**src/design/qtbp_pkg.sv**
```systemverilog
package qtbp_pkg;

    // apb address decode: paddr carries a byte address, one word per entry
    localparam int ADDR_W = 12;
    localparam int IDX_W = 9;
    localparam int DATA_W = 32;

    // query table indices, byte address is four times the index
    localparam logic [IDX_W-1:0] IDX_OTP_GROUPS_LOW = 9'h124;
    localparam logic [IDX_W-1:0] IDX_OTP_GROUPS_HIGH = 9'h125;
    localparam logic [IDX_W-1:0] IDX_OTP_BYTES_PER_GROUP = 9'h126;
    localparam logic [IDX_W-1:0] IDX_PAGE_READ_CAPABILITY = 9'h127;
    localparam logic [IDX_W-1:0] IDX_SYNC_READ_FIELD_COUNT = 9'h128;
    localparam logic [IDX_W-1:0] IDX_BURST_CAPABILITY_ONE = 9'h129;
    localparam logic [IDX_W-1:0] IDX_BURST_CAPABILITY_TWO = 9'h12a;
    localparam logic [IDX_W-1:0] IDX_BURST_CAPABILITY_THREE = 9'h12b;
    localparam logic [IDX_W-1:0] IDX_PARTITION_REGION_COUNT = 9'h12c;

    // local control and status words
    localparam logic [IDX_W-1:0] IDX_QUERY_CTRL = 9'h140;
    localparam logic [IDX_W-1:0] IDX_READ_CONFIG_REG = 9'h141;
    localparam logic [IDX_W-1:0] IDX_BURST_STATUS = 9'h142;
    localparam logic [IDX_W-1:0] IDX_QUERY_READ_COUNT = 9'h143;

    // fixed query bytes
    localparam logic [7:0] VAL_OTP_GROUPS_LOW = 8'h10;
    localparam logic [7:0] VAL_OTP_GROUPS_HIGH = 8'h00;
    localparam logic [7:0] VAL_OTP_BYTES_PER_GROUP = 8'h04;
    localparam logic [7:0] VAL_PAGE_NON_MUX = 8'h05;
    localparam logic [7:0] VAL_PAGE_AD_MUX = 8'h00;
    localparam logic [7:0] VAL_SYNC_READ_FIELD_COUNT = 8'h03;
    localparam logic [7:0] VAL_BURST_CAPABILITY_ONE = 8'h02;
    localparam logic [7:0] VAL_BURST_CAPABILITY_TWO = 8'h03;
    localparam logic [7:0] VAL_BURST_CAPABILITY_THREE = 8'h07;
    localparam logic [7:0] VAL_PARTITION_REGION_COUNT = 8'h01;

    // table as parallel arrays, page entry is patched for the mux variant
    localparam int QT_N = 9;
    localparam int QT_PAGE_ENTRY = 3;
    localparam logic [IDX_W-1:0] QT_IDX [QT_N] = '{
        IDX_OTP_GROUPS_LOW, IDX_OTP_GROUPS_HIGH, IDX_OTP_BYTES_PER_GROUP,
        IDX_PAGE_READ_CAPABILITY, IDX_SYNC_READ_FIELD_COUNT,
        IDX_BURST_CAPABILITY_ONE, IDX_BURST_CAPABILITY_TWO,
        IDX_BURST_CAPABILITY_THREE, IDX_PARTITION_REGION_COUNT};
    localparam logic [7:0] QT_VAL [QT_N] = '{
        VAL_OTP_GROUPS_LOW, VAL_OTP_GROUPS_HIGH, VAL_OTP_BYTES_PER_GROUP,
        VAL_PAGE_NON_MUX, VAL_SYNC_READ_FIELD_COUNT,
        VAL_BURST_CAPABILITY_ONE, VAL_BURST_CAPABILITY_TWO,
        VAL_BURST_CAPABILITY_THREE, VAL_PARTITION_REGION_COUNT};

    // burst capability code layout
    localparam int BURST_CODE_W = 3;
    localparam logic [BURST_CODE_W-1:0] BURST_CODE_CONT = 3'h7;

    // control word fields
    localparam int CTRL_MUX_BIT = 0;
    localparam int CTRL_CLR_CNT_BIT = 1;

    // burst status word fields
    localparam int STAT_WORDS_LSB = 0;
    localparam int STAT_CONT_BIT = 8;
    localparam int STAT_ADV_BIT = 9;

    // reset values
    localparam logic RST_MUX_VARIANT = 1'b0;
    localparam logic [BURST_CODE_W-1:0] RST_READ_CONFIG = 3'h7;
    localparam int CNT_W = 16;
    localparam logic [CNT_W-1:0] RST_QUERY_READ_COUNT = 16'h0000;

endpackage : qtbp_pkg

```
**src/design/qtbp_rd_if.sv**
```systemverilog
`timescale 1ns/1ns
`default_nettype none

// lookup request from the bus slave to the query table
interface qtbp_rd_if;
    logic [qtbp_pkg::IDX_W-1:0] index;
    logic mux_variant;
    logic [7:0] data;
    logic hit;

    modport ctrl (output index, output mux_variant, input data, input hit);
    modport table_side (input index, input mux_variant, output data,
        output hit);
endinterface : qtbp_rd_if

`default_nettype wire

```
**src/design/qtbp_query_rom.sv**
```systemverilog
`timescale 1ns/1ns
`default_nettype none

module qtbp_query_rom (
    qtbp_rd_if.table_side rd
);
    logic [qtbp_pkg::QT_N-1:0] match;
    logic [7:0] masked [qtbp_pkg::QT_N];

    // one comparator per entry; unmatched entries contribute zero
    for (genvar i = 0; i < qtbp_pkg::QT_N; i++) begin : g_entry
        logic [7:0] val;
        if (i == qtbp_pkg::QT_PAGE_ENTRY) begin : g_page
            // no page buffer exists on the multiplexed variant
            assign val = rd.mux_variant ? qtbp_pkg::VAL_PAGE_AD_MUX
                : qtbp_pkg::VAL_PAGE_NON_MUX; // RULE_01 RULE_02
        end else begin : g_fixed
            // RULE_03 RULE_07 RULE_08 RULE_09
            assign val = qtbp_pkg::QT_VAL[i];
        end
        assign match[i] = (rd.index == qtbp_pkg::QT_IDX[i]);
        assign masked[i] = match[i] ? val : 8'h00;
    end

    // or-reduce the masked entries, indices are unique
    always_comb begin
        rd.data = 8'h00;
        for (int j = 0; j < qtbp_pkg::QT_N; j++) begin
            rd.data = rd.data | masked[j];
        end
    end

    assign rd.hit = |match;

endmodule : qtbp_query_rom

`default_nettype wire

```
**src/design/qtbp_burst_dec.sv**
```systemverilog
`timescale 1ns/1ns
`default_nettype none

module qtbp_burst_dec (
    input wire logic [2:0] code_i,
    output logic [7:0] words_o,
    output logic cont_o,
    output logic advertised_o
);
    // code n gives 2^(n+1) words, code 7 runs to the end of burst space
    always_comb begin
        cont_o = (code_i == qtbp_pkg::BURST_CODE_CONT); // RULE_05
        words_o = cont_o ? 8'h00 : 8'(8'h02 << code_i); // RULE_04
        // only codes the query table offers are safe to program
        advertised_o = (code_i == qtbp_pkg::VAL_BURST_CAPABILITY_ONE[2:0])
            || (code_i == qtbp_pkg::VAL_BURST_CAPABILITY_TWO[2:0])
            || (code_i == qtbp_pkg::VAL_BURST_CAPABILITY_THREE[2:0]);
    end

endmodule : qtbp_burst_dec

`default_nettype wire

```
**src/design/qtbp_query_bank.sv**
```systemverilog
// Contract
// RULE_01: the page byte is an exponent n giving 2^n page bytes, zero meaning no page buffer.
// RULE_02: the page byte reads 05 on the non-multiplexed variant and 00 on the multiplexed one.
// RULE_03: the field-count byte reports three synchronous read capability fields.
// RULE_04: each capability field holds a 3-bit code n in its low bits, burst length 2^(n+1) words.
// RULE_05: a code of seven means continuous linear bursting to the end of burst space.
// RULE_06: the host may copy a capability code unchanged into the read config register low bits.
// RULE_07: the three capability fields read 02, 03 and 07.
// RULE_08: the partition-region count gives the region count, zero meaning a single partition.
// RULE_09: the otp tail reads 10 and 00 for the group count and 04 for bytes per group.
// RULE_10: every query byte sits on data bits 7:0 with the upper bits read as zero.
`timescale 1ns/1ns
`default_nettype none

module qtbp_query_bank (
    input wire logic mclk_i,
    input wire logic rstn_i,
    input wire logic ce_i,
    input wire logic psel_i,
    input wire logic penable_i,
    input wire logic pwrite_i,
    input wire logic [qtbp_pkg::ADDR_W-1:0] paddr_i,
    input wire logic [qtbp_pkg::DATA_W-1:0] pwdata_i,
    input wire logic [3:0] pstrb_i,
    output logic [qtbp_pkg::DATA_W-1:0] prdata_o,
    output logic pready_o,
    output logic pslverr_o,
    output logic [2:0] read_config_o,
    output logic mux_variant_o
);

    // whole register state of the bank
    typedef struct packed {
        logic pready;
        logic pslverr;
        logic [qtbp_pkg::DATA_W-1:0] prdata;
        logic mux_variant;
        logic [qtbp_pkg::BURST_CODE_W-1:0] read_config_reg;
        logic [qtbp_pkg::CNT_W-1:0] query_reads;
    } qtbp_state_t;

    qtbp_state_t st;
    qtbp_state_t next_st;

    qtbp_rd_if rd_if ();

    logic [qtbp_pkg::IDX_W-1:0] idx;
    logic addr_ok;
    logic access;
    logic finish;
    logic sel_ctrl;
    logic sel_rcfg;
    logic sel_stat;
    logic sel_cnt;
    logic [7:0] burst_words;
    logic burst_cont;
    logic burst_adv;
    logic [qtbp_pkg::DATA_W-1:0] rd_word;
    logic rd_err;
    logic wr_err;

    // word index from the byte address; upper bit and low bits must be zero
    assign idx = paddr_i[qtbp_pkg::IDX_W+1:2];
    assign addr_ok = (paddr_i[1:0] == 2'h0)
        && (paddr_i[qtbp_pkg::ADDR_W-1] == 1'b0);

    // the table lookup runs on the live address, ready is a cycle late
    assign rd_if.index = idx;
    assign rd_if.mux_variant = st.mux_variant;

    qtbp_query_rom u_rom (
        .rd(rd_if)
    );

    // decoded view of the programmed read config code
    qtbp_burst_dec u_dec (
        .code_i(st.read_config_reg),
        .words_o(burst_words),
        .cont_o(burst_cont),
        .advertised_o(burst_adv)
    );

    // local word selects
    assign sel_ctrl = addr_ok && (idx == qtbp_pkg::IDX_QUERY_CTRL);
    assign sel_rcfg = addr_ok && (idx == qtbp_pkg::IDX_READ_CONFIG_REG);
    assign sel_stat = addr_ok && (idx == qtbp_pkg::IDX_BURST_STATUS);
    assign sel_cnt = addr_ok && (idx == qtbp_pkg::IDX_QUERY_READ_COUNT);

    // access phase waiting for its answer, and the completing edge
    assign access = psel_i && penable_i && !st.pready;
    assign finish = psel_i && penable_i && st.pready;

    // read data mux; query bytes go out on the low lane only
    always_comb begin
        rd_word = '0;
        rd_err = 1'b0;
        if (addr_ok && rd_if.hit) begin
            rd_word = {24'h000000, rd_if.data}; // RULE_10
        end else if (sel_ctrl) begin
            rd_word[qtbp_pkg::CTRL_MUX_BIT] = st.mux_variant;
        end else if (sel_rcfg) begin
            rd_word[qtbp_pkg::BURST_CODE_W-1:0] = st.read_config_reg;
        end else if (sel_stat) begin
            rd_word[qtbp_pkg::STAT_WORDS_LSB +: 8] = burst_words; // RULE_04
            rd_word[qtbp_pkg::STAT_CONT_BIT] = burst_cont; // RULE_05
            rd_word[qtbp_pkg::STAT_ADV_BIT] = burst_adv;
        end else if (sel_cnt) begin
            rd_word[qtbp_pkg::CNT_W-1:0] = st.query_reads;
        end else begin
            rd_err = 1'b1;
        end
    end

    // writes land only on the two local control words; the table is fixed
    always_comb begin
        wr_err = 1'b1;
        if (sel_ctrl || sel_rcfg) begin
            wr_err = 1'b0;
        end
    end

    // next state: bus handshake, control writes, query read counting
    always_comb begin
        next_st = st;
        if (access) begin
            // answer one cycle into the access phase
            next_st.pready = 1'b1;
            if (pwrite_i) begin
                next_st.pslverr = wr_err;
                next_st.prdata = '0;
            end else begin
                next_st.pslverr = rd_err;
                next_st.prdata = rd_err ? '0 : rd_word;
            end
        end else if (finish) begin
            // transfer done at this edge; drop the answer
            next_st.pready = 1'b0;
            next_st.pslverr = 1'b0;
            next_st.prdata = '0;
            if (pwrite_i && !wr_err && pstrb_i[0]) begin
                if (sel_ctrl) begin
                    next_st.mux_variant = pwdata_i[qtbp_pkg::CTRL_MUX_BIT];
                end
                if (sel_rcfg) begin
                    // code copied unchanged from a capability field
                    next_st.read_config_reg =
                        pwdata_i[qtbp_pkg::BURST_CODE_W-1:0]; // RULE_06
                end
            end
            // counter clear wins over a count in the same transfer
            if (pwrite_i && sel_ctrl && pstrb_i[0]
                    && pwdata_i[qtbp_pkg::CTRL_CLR_CNT_BIT]) begin
                next_st.query_reads = qtbp_pkg::RST_QUERY_READ_COUNT;
            end else if (!pwrite_i && addr_ok && rd_if.hit) begin
                // saturate so a long poll loop cannot wrap to zero
                if (st.query_reads != {qtbp_pkg::CNT_W{1'b1}}) begin
                    next_st.query_reads = st.query_reads + 16'h0001;
                end
            end
        end else begin
            next_st.pready = 1'b0;
            next_st.pslverr = 1'b0;
        end
    end

    // single register for all state; clock enable freezes everything except the synchronous reset, which loads even with ce_i low
    always_ff @(posedge mclk_i) begin
        if (!rstn_i) begin
            st.pready <= 1'b0;
            st.pslverr <= 1'b0;
            st.prdata <= '0;
            st.mux_variant <= qtbp_pkg::RST_MUX_VARIANT;
            st.read_config_reg <= qtbp_pkg::RST_READ_CONFIG;
            st.query_reads <= qtbp_pkg::RST_QUERY_READ_COUNT;
        end else if (ce_i) begin
            st <= next_st;
        end
    end

    // outputs come straight from the state register
    assign prdata_o = st.prdata;
    assign pready_o = st.pready;
    assign pslverr_o = st.pslverr;
    assign read_config_o = st.read_config_reg;
    assign mux_variant_o = st.mux_variant;

endmodule : qtbp_query_bank

`default_nettype wire

```
**config.mk**
```make
export PLATFORM = sky130hd
export DESIGN_NAME = qtbp_query_bank
export DESIGN_NICKNAME = d
export VERILOG_FILES = /design/src/design/qtbp_pkg.sv /design/src/design/qtbp_rd_if.sv /design/src/design/qtbp_query_rom.sv /design/src/design/qtbp_burst_dec.sv /design/src/design/qtbp_query_bank.sv
export SDC_FILE = /design/constraint.sdc
export NUM_CORES = 1
export LEC_CHECK = 0
export ABC_AREA = 1
export BUFFER_PORTS_ARGS = -buffer_cell sky130_fd_sc_hd__buf_2
export CAP_MARGIN = 25
export CORE_MARGIN = 3
export CORE_UTILIZATION = 45
export DETAILED_ROUTE_END_ITERATION = 8
export PLACE_DENSITY = 0.73
export SLEW_MARGIN = 20
export SYNTH_ARGS = -nofsm -noshare
export SYNTH_HDL_FRONTEND = slang
export SYNTH_SLANG_ARGS = --single-unit
export TNS_END_PERCENT = 50
```
**constraint.sdc**
```tcl
create_clock -name mclk_i -period 2 [get_ports mclk_i]
set_input_delay 0.5 -clock mclk_i [delete_from_list [all_inputs] [get_ports mclk_i]]
set_output_delay 0.5 -clock mclk_i [all_outputs]
set_load 0.01 [all_outputs]
```
==> results of run 1 <==
-- cell usage in the layout, fill, tap and decap left out, types with 2 or more instances in the layout --
cell type | netlist | layout
sky130_fd_sc_hd__o211ai_1 | 4 | 4
sky130_fd_sc_hd__xor2_1 | 5 | 5
sky130_fd_sc_hd__nor2_4 | 4 | 4
sky130_fd_sc_hd__inv_2 | 3 | 3
sky130_fd_sc_hd__nand3_1 | 38 | 38
sky130_fd_sc_hd__o21ai_0 | 7 | 7
sky130_fd_sc_hd__a31oi_1 | 4 | 4
sky130_fd_sc_hd__inv_1 | 41 | 41
sky130_fd_sc_hd__clkbuf_8 | 0 | 5
sky130_fd_sc_hd__nand2_2 | 6 | 6
sky130_fd_sc_hd__bufinv_16 | 0 | 2
sky130_fd_sc_hd__nand2_1 | 108 | 108
sky130_fd_sc_hd__nor2_2 | 4 | 4
sky130_fd_sc_hd__buf_2 | 1 | 43
sky130_fd_sc_hd__nor2_1 | 48 | 48
sky130_fd_sc_hd__a21oi_1 | 37 | 37
sky130_fd_sc_hd__conb_1 | 1 | 16
sky130_fd_sc_hd__dfxtp_1 | 38 | 38
sky130_fd_sc_hd__buf_4 | 35 | 15
sky130_fd_sc_hd__nor3_1 | 9 | 9
sky130_fd_sc_hd__nand4_1 | 12 | 12
-- area by class of cell --
type                            count  area, µm²
Clock buffer                        5       68.8
Sequential cell                    38        761
Timing Repair Buffer               58        328
Multi-Input combinational cell    313       1510
Tap cell                           72       90.1
Inverter                           45        169
Fill cell                         560       2650
Clock inverter                      3       68.8
-- worst max-delay path, stage by stage, from the launching register on --
cell and delay, ns:
sky130_fd_sc_hd__dfxtp_1 0.40, sky130_fd_sc_hd__ha_1 0.23, sky130_fd_sc_hd__nand3_1 0.10, sky130_fd_sc_hd__nor2_1 0.13
sky130_fd_sc_hd__nand4_1 0.16, sky130_fd_sc_hd__nand4_1 0.14, sky130_fd_sc_hd__nand2_2 0.16, sky130_fd_sc_hd__buf_4 0.19
sky130_fd_sc_hd__nand3b_4 0.06, sky130_fd_sc_hd__a21oi_2 0.05
-- layer usage --
layer  up-vias  GRT usage [%]  part of all wire (%)
met5         -              0                     0
met4         0           5.94                   1.4
met3         7           3.47                   7.4
met2        94           28.0                    45
met1      1155           25.2                    47
li1       1398              -                     -
-- report_power, final --
part,switching (mW),total [mW],internal [mW]
Combinational,0.0884,0.126,0.0376
Sequential,0.000933,0.758,0.757
Clock,0.291,0.791,0.500
-- sequential cells by signal (all words and copies together) (netlist names) --
register       cells
mux_variant_o      1
prdata_o          16
pready_o           1
pslverr_o          1
read_config_o      3
st                16
-- worst max-delay path by stage --
| stage | startpoint | end | slack (ns) | cells past startpoint |
|---|---|---|---|---|
| after global placement | paddr_i[5] | st[2]$_SDFFE_PN0P_ | 0.06 | 11 |
| after detailed placement | paddr_i[5] | st[2]$_SDFFE_PN0P_ | 0.004 | 11 |
| after CTS | st[0]$_SDFFE_PN0P_ | st[7]$_SDFFE_PN0P_ | 0.29 | 9 |
| after floorplan | paddr_i[1] | st[14]$_SDFFE_PN0P_ | 0.33 | 10 |
| after global routing | st[0]$_SDFFE_PN0P_ | st[14]$_SDFFE_PN0P_ | 0.13 | 9 |
| final | st[0]$_SDFFE_PN0P_ | st[7]$_SDFFE_PN0P_ | 0.29 | 9 |
-- cells in the mapped netlist (all sizes together) (4+ instances only) --
cell / n
xor2: 5
dfxtp: 38
nand3: 40
nor3: 10
a31oi: 4
o21ai: 8
buf: 37
nor2: 56
nand4: 13
nand2: 114
a21oi: 38
clkbuf: 4
o211ai: 4
inv: 44
-- logic make-up (layout without fill, tap and decap cells) --
kind of cell,count (synthesis),in the layout,share of synthesized area [%]
AO/OA/AOI/OAI,54,54,10.8
adder cells (fa/ha/maj),1,1,0.468
XOR/XNOR,6,6,1.97
other,1,16,0.140
buffers and inverters,86,111,17.3
flip-flops,38,38,28.5
AND/OR/NAND/NOR,236,236,40.9
==> impl_summary.md, run 1 <==
Die
The floorplan has 27 rows. The floorplan die width is about 83 µm. From bottom edge to top edge, the die measures 83.1 µm. The area of the core is about 5600 µm².

The floorplan step defined a die boundary enclosing a little under 7000 µm². The number of top-level pins is 92. Once the floorplan was initialized, standard cells occupied approximately 47% of the core.

Synthesis
Averaged over all synthesized cells, the footprint is approximately 6.3 µm². The largest total area in the synthesized netlist belongs to sky130_fd_sc_hd__dfxtp_1. The number of warnings printed during yosys synthesis is 0. In this run the cell area of the synthesized design comes to roughly 2700 µm². The share of flip-flops with an asynchronous set or reset is 0%. The cell count after synthesis came out at 422.

The flop and latch count out of synthesis is 38. The synthesized design contains 0 enable-type register cells. The area share of the leading cell type in the synthesized netlist is 28.5%. The number of distinct library cells after synthesis is 33. The most used flip-flop cell after synthesis is sky130_fd_sc_hd__dfxtp_1.

The sequential area share after synthesis is approximately 28%. Ranked by total cell area, the synthesized netlist is headed by sky130_fd_sc_hd__dfxtp_1 (28%), sky130_fd_sc_hd__nand2_1 (15%), sky130_fd_sc_hd__buf_4 (9.8%).

Critical path
The endpoint class of the critical path is a register. The origin of the critical flop-to-flop path is st[0]$_SDFFE_PN0P_. The slack of the worst reg-to-reg path is ~0.29 ns.

For the worst setup path, the data arrival time is between 1.5 and 2 ns. The peak fanout along the critical path is 13. The worst setup path is launched from a register. The path type of the worst setup path is register to register. For the worst setup path, the data required time is ~2.2 ns.

The worst register-to-register path has a depth of 9. The capture point of the worst reg-to-reg path is st[7]$_SDFFE_PN0P_.

Layout
The final layout net count is just over 500. At the end of the flow the core is filled with cells to between 50% and 60%. The count of inserted antenna diode cells is 0. The synthesis-to-finish area growth is 11.9%.

The finished layout holds about 530 standard cells, fillers aside. The layout cell share with drive strength beyond 1 is between 10% and 20%. Once layout is done, the placed cells without fillers occupy ~3000 µm².

Drt
The count of nets left with antenna violations once routing finished came out at 0. In the final routed layout, each cell accounts on average for 11.6 µm. The first-pass detailed-route iteration total is 5. In this run, the number of DRC markers left after iteration 0 of detailed routing was approximately 220.

The total wire length after detailed routing is a little over 6000 µm. For this run, design rule violations remaining after detail routing come to 0. The detailed router placed 2654 vias in this run. Using the TritonRoute via totals, the vias-per-cell ratio works out to about 5.

Place
The number of placed instances, taps included is roughly 530. The global placer's final weighted congestion is approximately 0.93. Detailed placement ended at an HPWL of 4950 µm.

Summing all placed instances gives a cell area of approximately 2900 µm². Buffers placed on the I/O ports in this run total 43. Before CTS, the worst setup slack after placement is around 0.0039 ns.

Timing
Between clock sinks in the finished design, the worst skew comes to between 0.007 and 0.008 ns. Based on the critical path, the design can be clocked at up to a little under 600 MHz. The max-slew violation count is 0. The portion of the clock cycle consumed by the worst path in the final layout is a little under nine tenths. Setup total negative slack on the finished layout was measured at 0 ns. Setup repair after global routing left no endpoint under its margin.

The count of final hold-check violations was 0. The slack of the critical path is between 0.2 and 0.3 ns. The shortest period the worst path allows is between 1.5 and 2 ns. Setup violations remaining at the end of the flow were counted as 0.

Hold is met by 0.450 ns.

Global route
The aggregate global routing overflow is 0. The number of antenna violations at the first check in global routing was 0. The first global-routing pass estimated about 11000 µm of wire.

The via count of the first global-routing pass is ~2300. The global routing usage summed across all routing layers is ~18%. Entering global routing, the biggest net connects 26 pins.

CTS
CTS placed an instance of sky130_fd_sc_hd__clkbuf_8 at the clock tree root. The TritonCTS clock tree is built. The worst-skew pair later-pin latency is 0.30 ns. The total clock sinks is 38. TritonCTS created 5 clock buffers. The number of levels in the clock H-tree is 2. The number of setup buffers added after CTS is 0. The CTS clock-pin slew for the worst setup and hold paths is 0.08 ns. Gates resized during post-CTS repair numbered 0. In this run, post-CTS hold repair placed 0 buffers. The clock passes through at most 2 buffers.

Worst hold path
For hold timing, the worst endpoint is read_config_o[2]$_SDFFE_PN1P_. Counting instances, the worst hold path has a depth of 3. In this run the most critical hold path is launched from pwdata_i[2].

The classification of the worst-slack hold path is input port to register.

Status
The flow ran to the end, and the final reports show no timing, DRC or antenna violations.

Pwr
The leakage power figure is roughly 1.4 nW. Across the VDD grid, the largest voltage drop is ~0.3 mV. For this design the ratio of total power to cell area is around 560 nW/µm². The overall power consumption is roughly 1.7 mW.

Flow run
The max-cap violation count is 0.
(Power assumes the default switching activity.)
==> inputs of run 2 (changes only) <==
--- a/config.mk
+++ b/config.mk
@@ -12,6 +12,7 @@
 export CORE_UTILIZATION = 45
 export DETAILED_ROUTE_END_ITERATION = 8
 export PLACE_DENSITY = 0.73
+export SETUP_SLACK_MARGIN = 0.3
 export SLEW_MARGIN = 20
 export SYNTH_ARGS = -nofsm -noshare
 export SYNTH_HDL_FRONTEND = slang
==> run 2 against run 1 <==
Against the previous run: global-route usage hardly changed; utilization is 1.4 points higher; worst setup slack better by 0.098 ns; clock skew is 0.0034 ns higher; non-clock buffer count is 1 higher; cell area is 2.6% higher; register-to-register slack better by 0.098 ns; combinational power is 4% higher; highest routed layer unchanged; cell count is 0.19% higher.
==> impl_summary.md, run 2 (same netlist as run 1, synthesis figures left out) <==
Global route
The global routing usage summed across all routing layers is 18.1% (about the same). The aggregate global routing overflow is 0 (unchanged). The number of antenna violations at the first check in global routing is 0 (unchanged). The global-route track usage on met1 is 25.1% (about the same). The met2 layer usage reported by global route is 28.2% (+0.22 points). The via count of the first global-routing pass came to 2335 (+0.043%). The first-pass GRT wire length is 10600 µm (about the same).

The maximum number of pins on one net before global-route repair is 26 (unchanged). The global routing usage on met3 is 3.27% (-0.20 points). The most used routing layer in global routing is met2.

Die
The floorplan die width was 83.1 µm (unchanged). The floorplan die area came to 6900 µm² (unchanged). The chip height is 83.1 µm (unchanged).

The effective utilization at floorplan came to 47.4% (unchanged). The area of the core is 5640 µm² (unchanged). The total number of placement rows is 27 (unchanged). The number of top-level pins came to 92 (unchanged).

Timing
The count of final hold-check violations is 0 (unchanged). The slack of the critical path is 0.386 ns (+0.0976 ns). The highest clock rate is 619 MHz (+6.0%). The setup clock skew after layout came to 0.0110 ns (+0.00343 ns).

The worst-case hold slack is 0.456 ns (+0.00644 ns). Setup repair after global routing could not meet its margin everywhere. The shortest period the worst path allows is 1.61 ns (-0.0976 ns). The final number of setup-violating endpoints is 0 (unchanged). The sum of negative setup slack is 0 ns (unchanged). The portion of the clock cycle consumed by the worst path in the final layout is 80.7% (-4.9 points).

The max-slew violation count is 0 (unchanged).

Critical path
The nature of the critical path startpoint is a register. The data arrival at the endpoint of the critical path is 1.79 ns (-0.12 ns). The path type of the worst setup path is register to register. The peak fanout along the critical path is 5 (-8).

STA classifies the critical path endpoint as a register. The required arrival time at the worst endpoint was 2.18 ns (-0.02 ns).

Layout
The top cell types in the final layout, fill and taps aside, are sky130_fd_sc_hd__nand2_1 (107), sky130_fd_sc_hd__nor2_1 (43), sky130_fd_sc_hd__buf_2 (43). The final layout net count is 517 (+0.19%). Relative to the synthesized area, the layout overhead comes to 14.8%. The final standard cell area without fillers is 3070 µm² (+2.6%). The layout cell share with drive strength beyond 1 is 22.7% (+3.4 points).

The core occupancy in the finished layout is 54.4% (+1.4 points). Leaving out fill and tap cells, the most frequent cell in the layout is sky130_fd_sc_hd__nand2_1. The filler cell count is 558 (-0.36%). The count of inserted antenna diode cells was 0 (unchanged).

The post-route non-filler standard cell count came to 535 (+0.19%).

CTS
The number of buffers added by the clock tree synthesis step is 5 (unchanged). The worst-skew pair later-pin latency was 0.29 ns (about the same). The deepest clock path buffer count was 2 (unchanged). The CTS clock-pin slew for the worst setup and hold paths is 0.08 ns (about the same).

Clock tree synthesis selected as its root buffer the cell sky130_fd_sc_hd__clkbuf_8. The total clock sinks is 38 (unchanged). The TritonCTS clock tree is built.

The number of levels in the clock H-tree is 2 (unchanged). The number of hold buffers added after cts is 0 (unchanged).

Status
The run finished with clean final reports.

Place
The post-place instance area is 2850 µm² (unchanged). The count of input and output buffers came to 43 (unchanged). The worst slack after detailed placement is 0.00387 ns (unchanged). The number of placed instances, taps included was 526 (unchanged). The HPWL reported at the end of detailed placement is 4950 µm (unchanged). The global placer's final weighted congestion was 0.934 (unchanged).

Drt
The total vias in the final route is 2670 (+0.60%). The number of violations reported at the end of detailed-routing iteration 0 is 177 (-19%). The total wire length after detailed routing is 6430 µm (+3.4%). The per-cell routed wire length is 12.0 µm (+3.2%). The via count normalized by instance count was 4.99 (+0.41%). The DRC violations left is 0 (unchanged). The number of antenna-violating nets in the routed design is 0 (unchanged). The first-pass detailed-route iteration total was 4 (-1).

Pwr
The switching portion of total power came to 22.7% (-0.044 points). The leakage power figure was 1.43 nW (+1.3%). The fraction of power consumed by combinational cells came to 7.8% (+0.3 points). The cell internal power dissipation is 1.29 mW (about the same).

The worst ir drop on vdd is 0.293 mV (-0.63%). The overall power consumption is 1.67 mW (about the same). The clock network fraction of design power is 47.0% (-0.2 points). The areal power density over the cells is 545 nW/µm² (-2.7%).

The power spent charging and discharging nets is 0.379 mW (-0.29%). The sequential share of power is 45.2% (about the same).

Flow run
The max-cap violation count is 0 (unchanged).

Worst hold path
The classification of the worst-slack hold path is input port to register.
-- run 2: power by group through the flow --
stage | Combinational (mW) | Clock [mW] | Sequential (mW)
3_3_place_gp | 0.123 | 0 | 0.776
5_1_grt | 0.145 | 0.843 | 0.757
6_report | 0.131 | 0.786 | 0.757
2_1_floorplan | 0.0937 | 0 | 0.777
3_5_place_dp | 0.125 | 0 | 0.776
4_1_cts | 0.125 | 0.804 | 0.758
-- run 2: per-layer routing --
layer  part of all wire [%]  vias up
met5                      0        -
met3                    5.9        6
met1                     46     1183
met2                     47       75
li1                       -     1406
met4                    1.1        0
-- run 2: repair_timing --
item,4_1_cts,5_1_grt
resized for setup,1,21
pin swaps,0,6
endpoints found under the setup margin,1,22
setup buffers,0,1
-- run 2: final cells by class --
| type | count | area, µm² | area share [%] |
|---|---|---|---|
| Inverter | 45 | 169 | 5.50 |
| Sequential cell | 38 | 767 | 25.0 |
| Tap cell | 72 | 90.1 | 2.93 |
| Timing Repair Buffer | 59 | 335 | 10.9 |
| Clock buffer | 5 | 68.8 | 2.24 |
| Clock inverter | 3 | 68.8 | 2.24 |
| Multi-Input combinational cell | 313 | 1570 | 51.2 |
-- run 2: path summary, 6_finish.rpt --
kind | startpoint | end | slack [ns] | cells past startpoint
max | st[3]$_SDFFE_PN0P_ | st[15]$_SDFFE_PN0P_ | 0.39 | 8
min | pwdata_i[2] | read_config_o[2]$_SDFFE_PN1P_ | 0.46 | 3
max reg2reg | st[3]$_SDFFE_PN0P_ | st[15]$_SDFFE_PN0P_ | 0.39 | 8
min reg2reg | prdata_o[9]$_SDFFE_PN0P_ | prdata_o[9]$_SDFFE_PN0P_ | 0.46 | 2
-- run 2: worst max-delay path: stages (launching register included) --
cell and delay, ns:
sky130_fd_sc_hd__dfxtp_1 0.41, sky130_fd_sc_hd__nand2_1 0.17, sky130_fd_sc_hd__nor2_2 0.19, sky130_fd_sc_hd__nand4_1 0.17, sky130_fd_sc_hd__nand4_1 0.16, sky130_fd_sc_hd__nand2_4 0.10
sky130_fd_sc_hd__buf_4 0.16, sky130_fd_sc_hd__nand3_1 0.08, sky130_fd_sc_hd__a21oi_1 0.07
==> inputs of run 3 (changes only) <==
==> constraint.sdc (replaced) <==
create_clock -name mclk_i -period 1.6 [get_ports mclk_i]
set_input_delay 0.4 -clock mclk_i [delete_from_list [all_inputs] [get_ports mclk_i]]
set_output_delay 0.4 -clock mclk_i [all_outputs]
set_load 0.01 [all_outputs]
==> run 3 against run 2 <==
Against the previous run: the flow now finishes with violations (setup timing); utilization grew 18 points; register-to-register slack lost 0.50 ns; sequential share of layout area shrank 6.0 points; maximum frequency shrank 6.0%; cell count grew 11%; via count grew 31%; highest routed layer unchanged.
==> impl_summary.md, run 3 (same netlist as run 1, synthesis figures left out) <==
CTS
The buffer type at the clock tree root is sky130_fd_sc_hd__clkbuf_8. The number of levels in the clock H-tree is 2 (unchanged). The total clock sinks is 38 (unchanged). The number of buffers added by the clock tree synthesis step is 5 (unchanged). The number of hold buffers added after cts came to 0 (unchanged). The TritonCTS clock tree is built. The deepest clock path buffer count was 2 (unchanged). The worst-skew pair later-pin latency is 0.31 ns (+0.02 ns). The CTS clock-pin slew for the worst setup and hold paths is 0.09 ns (about the same).

Timing
The count of final hold-check violations is 0 (unchanged). The max-slew violation count is 0 (unchanged). The portion of the clock cycle consumed by the worst path in the final layout was 107% (+27 points). The slack of the critical path came to -0.117 ns (-0.503 ns).

The setup clock skew after layout is 0.0109 ns (-0.0000748 ns). Setup repair after global routing could not meet its margin everywhere. The sum of negative setup slack is -1.19 ns (-1.19 ns). The final number of setup-violating endpoints is 16 (+16). The worst-case hold slack was 0.332 ns (-0.124 ns).

The shortest period the worst path allows is 1.72 ns (+0.103 ns). The highest clock rate came to 582 MHz (-6.0%).

Global route
The maximum number of pins on one net before global-route repair is 26 (unchanged). The number of antenna violations at the first check in global routing is 0 (unchanged). The first-pass GRT wire length is 13500 µm (+28%).

The global routing usage summed across all routing layers is 23.8% (+5.7 points). The aggregate global routing overflow is 0 (unchanged). The via count of the first global-routing pass came to 2877 (+23%).

Drt
The first-pass detailed-route iteration total is 6 (+2). The total wire length after detailed routing is 10600 µm (+64%). The per-cell routed wire length was 17.7 µm (+47%).

The via count normalized by instance count is 5.88 (+18%). The total vias in the final route came to 3504 (+31%). The DRC violations left is 0 (unchanged). The number of violations reported at the end of detailed-routing iteration 0 is 515 (+190%). The number of antenna-violating nets in the routed design is 0 (unchanged).

Layout
In the layout the commonest cells are sky130_fd_sc_hd__nand2_1 (83), sky130_fd_sc_hd__buf_4 (57), sky130_fd_sc_hd__nor2_1 (35). The count of inserted antenna diode cells was 0 (unchanged). The layout cell share with drive strength beyond 1 is 46.9% (+24 points). The final layout net count was 578 (+12%).

The most common library cell in the layout ignoring fill and taps is sky130_fd_sc_hd__nand2_1. From synthesis to final layout, the design area changed by 52.4%. The post-route non-filler standard cell count is 596 (+11%). The filler cell count is 373 (-33%).

Critical path
The kind of cell with the highest combined delay along the critical path is simple AND/OR/NAND/NOR gates. The peak fanout along the critical path came to 5 (unchanged). The critical path goes through nand2_1, nor2_1, nand4_1, nand4_1, nand2_4, buf_6, a21oi_2, nor2_1.

The data arrival at the endpoint of the critical path is 1.93 ns (+0.14 ns). The nature of the critical path startpoint is a register. The path type of the worst setup path is register to register. The endpoint class of the critical path is a register. The slowest cell on the critical path is sky130_fd_sc_hd__dfxtp_1.

The required arrival time at the worst endpoint came to 1.81 ns (-0.37 ns). The critical path buffer and inverter count is 1 (unchanged). The longest individual stage delay on the worst path is 0.40 ns (about the same).

Die
The total number of placement rows is 27 (unchanged). The number of top-level pins came to 92 (unchanged). The chip height is 83.1 µm (unchanged). The area of the core is 5640 µm² (unchanged). The effective utilization at floorplan is 47.4% (unchanged). The floorplan die area is 6900 µm² (unchanged). The floorplan die width is 83.1 µm (unchanged).

Place
The count of input and output buffers is 43 (unchanged). The worst slack after detailed placement was -0.181 ns (-0.185 ns). The number of placed instances, taps included was 570 (+8.4%). The global placer's final weighted congestion came to 0.960 (+2.8%).

The HPWL reported at the end of detailed placement is 5590 µm (+13%).

Pwr
The leakage power figure is 1.82 nW (+27%). The overall power consumption came to 2.24 mW (+34%). The areal power density over the cells is 550 nW/µm² (+0.91%). The worst ir drop on vdd came to 0.419 mV (+43%).

Status
The flow ran to the end, but the final reports show violations. The checks that failed: setup timing.

Worst hold path
The min-delay analysis places its worst path in the category input port to register.

Flow run
The max-cap violation count came to 0 (unchanged).
-- run 3: repair_timing --
item | CTS | global route
cloned | 2 | 0
pin swaps | 16 | 54
setup buffers | 7 | 9
hold endpoints to repair | 0 | 0
resized for setup | 36 | 130
setup endpoints to repair | 39 | 41
-- run 3: layout make-up --
| class | instances | area (µm²) | area share [%] |
|---|---|---|---|
| Clock buffer | 5 | 68.8 | 1.69 |
| Clock inverter | 3 | 68.8 | 1.69 |
| Inverter | 45 | 191 | 4.70 |
| Multi-Input combinational cell | 315 | 1960 | 48.1 |
| Sequential cell | 38 | 773 | 19.0 |
| Tap cell | 72 | 90.1 | 2.21 |
| Timing Repair Buffer | 118 | 925 | 22.7 |
-- run 3: worst paths after layout --
path                             start  depth (start not counted)                            end  slack [ns]
max                 st[4]$_SDFFE_PN0P_                          8             st[2]$_SDFFE_PN0P_       -0.12
min reg2reg  prdata_o[15]$_SDFFE_PN0P_                          2      prdata_o[15]$_SDFFE_PN0P_        0.46
min                        pwdata_i[2]                          3  read_config_o[2]$_SDFFE_PN1P_        0.33
max reg2reg         st[4]$_SDFFE_PN0P_                          8             st[2]$_SDFFE_PN0P_       -0.12
-- run 3: worst min-delay path, cell delays in order --
cell and delay [ns]:
sky130_fd_sc_hd__buf_2 0.07, sky130_fd_sc_hd__nand3_1 0.06, sky130_fd_sc_hd__nand3_1 0.07
-- run 3: metrics by stage --
step,utilization [%],instance area (µm²)
2_1_floorplan,-,2780
6_report,72.2,4080
3_3_place_gp,57.6,3250
3_5_place_dp,57.6,3250
4_1_cts,63.5,3580
5_1_grt,72.2,4080
-- run 3: per-layer routing --
metal	GRT usage, %	part of all wire, %	up-vias
met1	29.1	35	1599
met3	4.56	11	95
met4	10.5	6.6	0
met5	0	0	-
li1	-	-	1532
met2	40.2	47	278
-- run 3: where the power goes --
part,switching (mW),total (mW),leakage [nW],internal (mW)
registers,0.00241,0.946,0.307,0.943
clock network,0.403,1.03,0.0683,0.625
logic,0.164,0.267,1.44,0.103
total,0.569,2.24,1.82,1.67
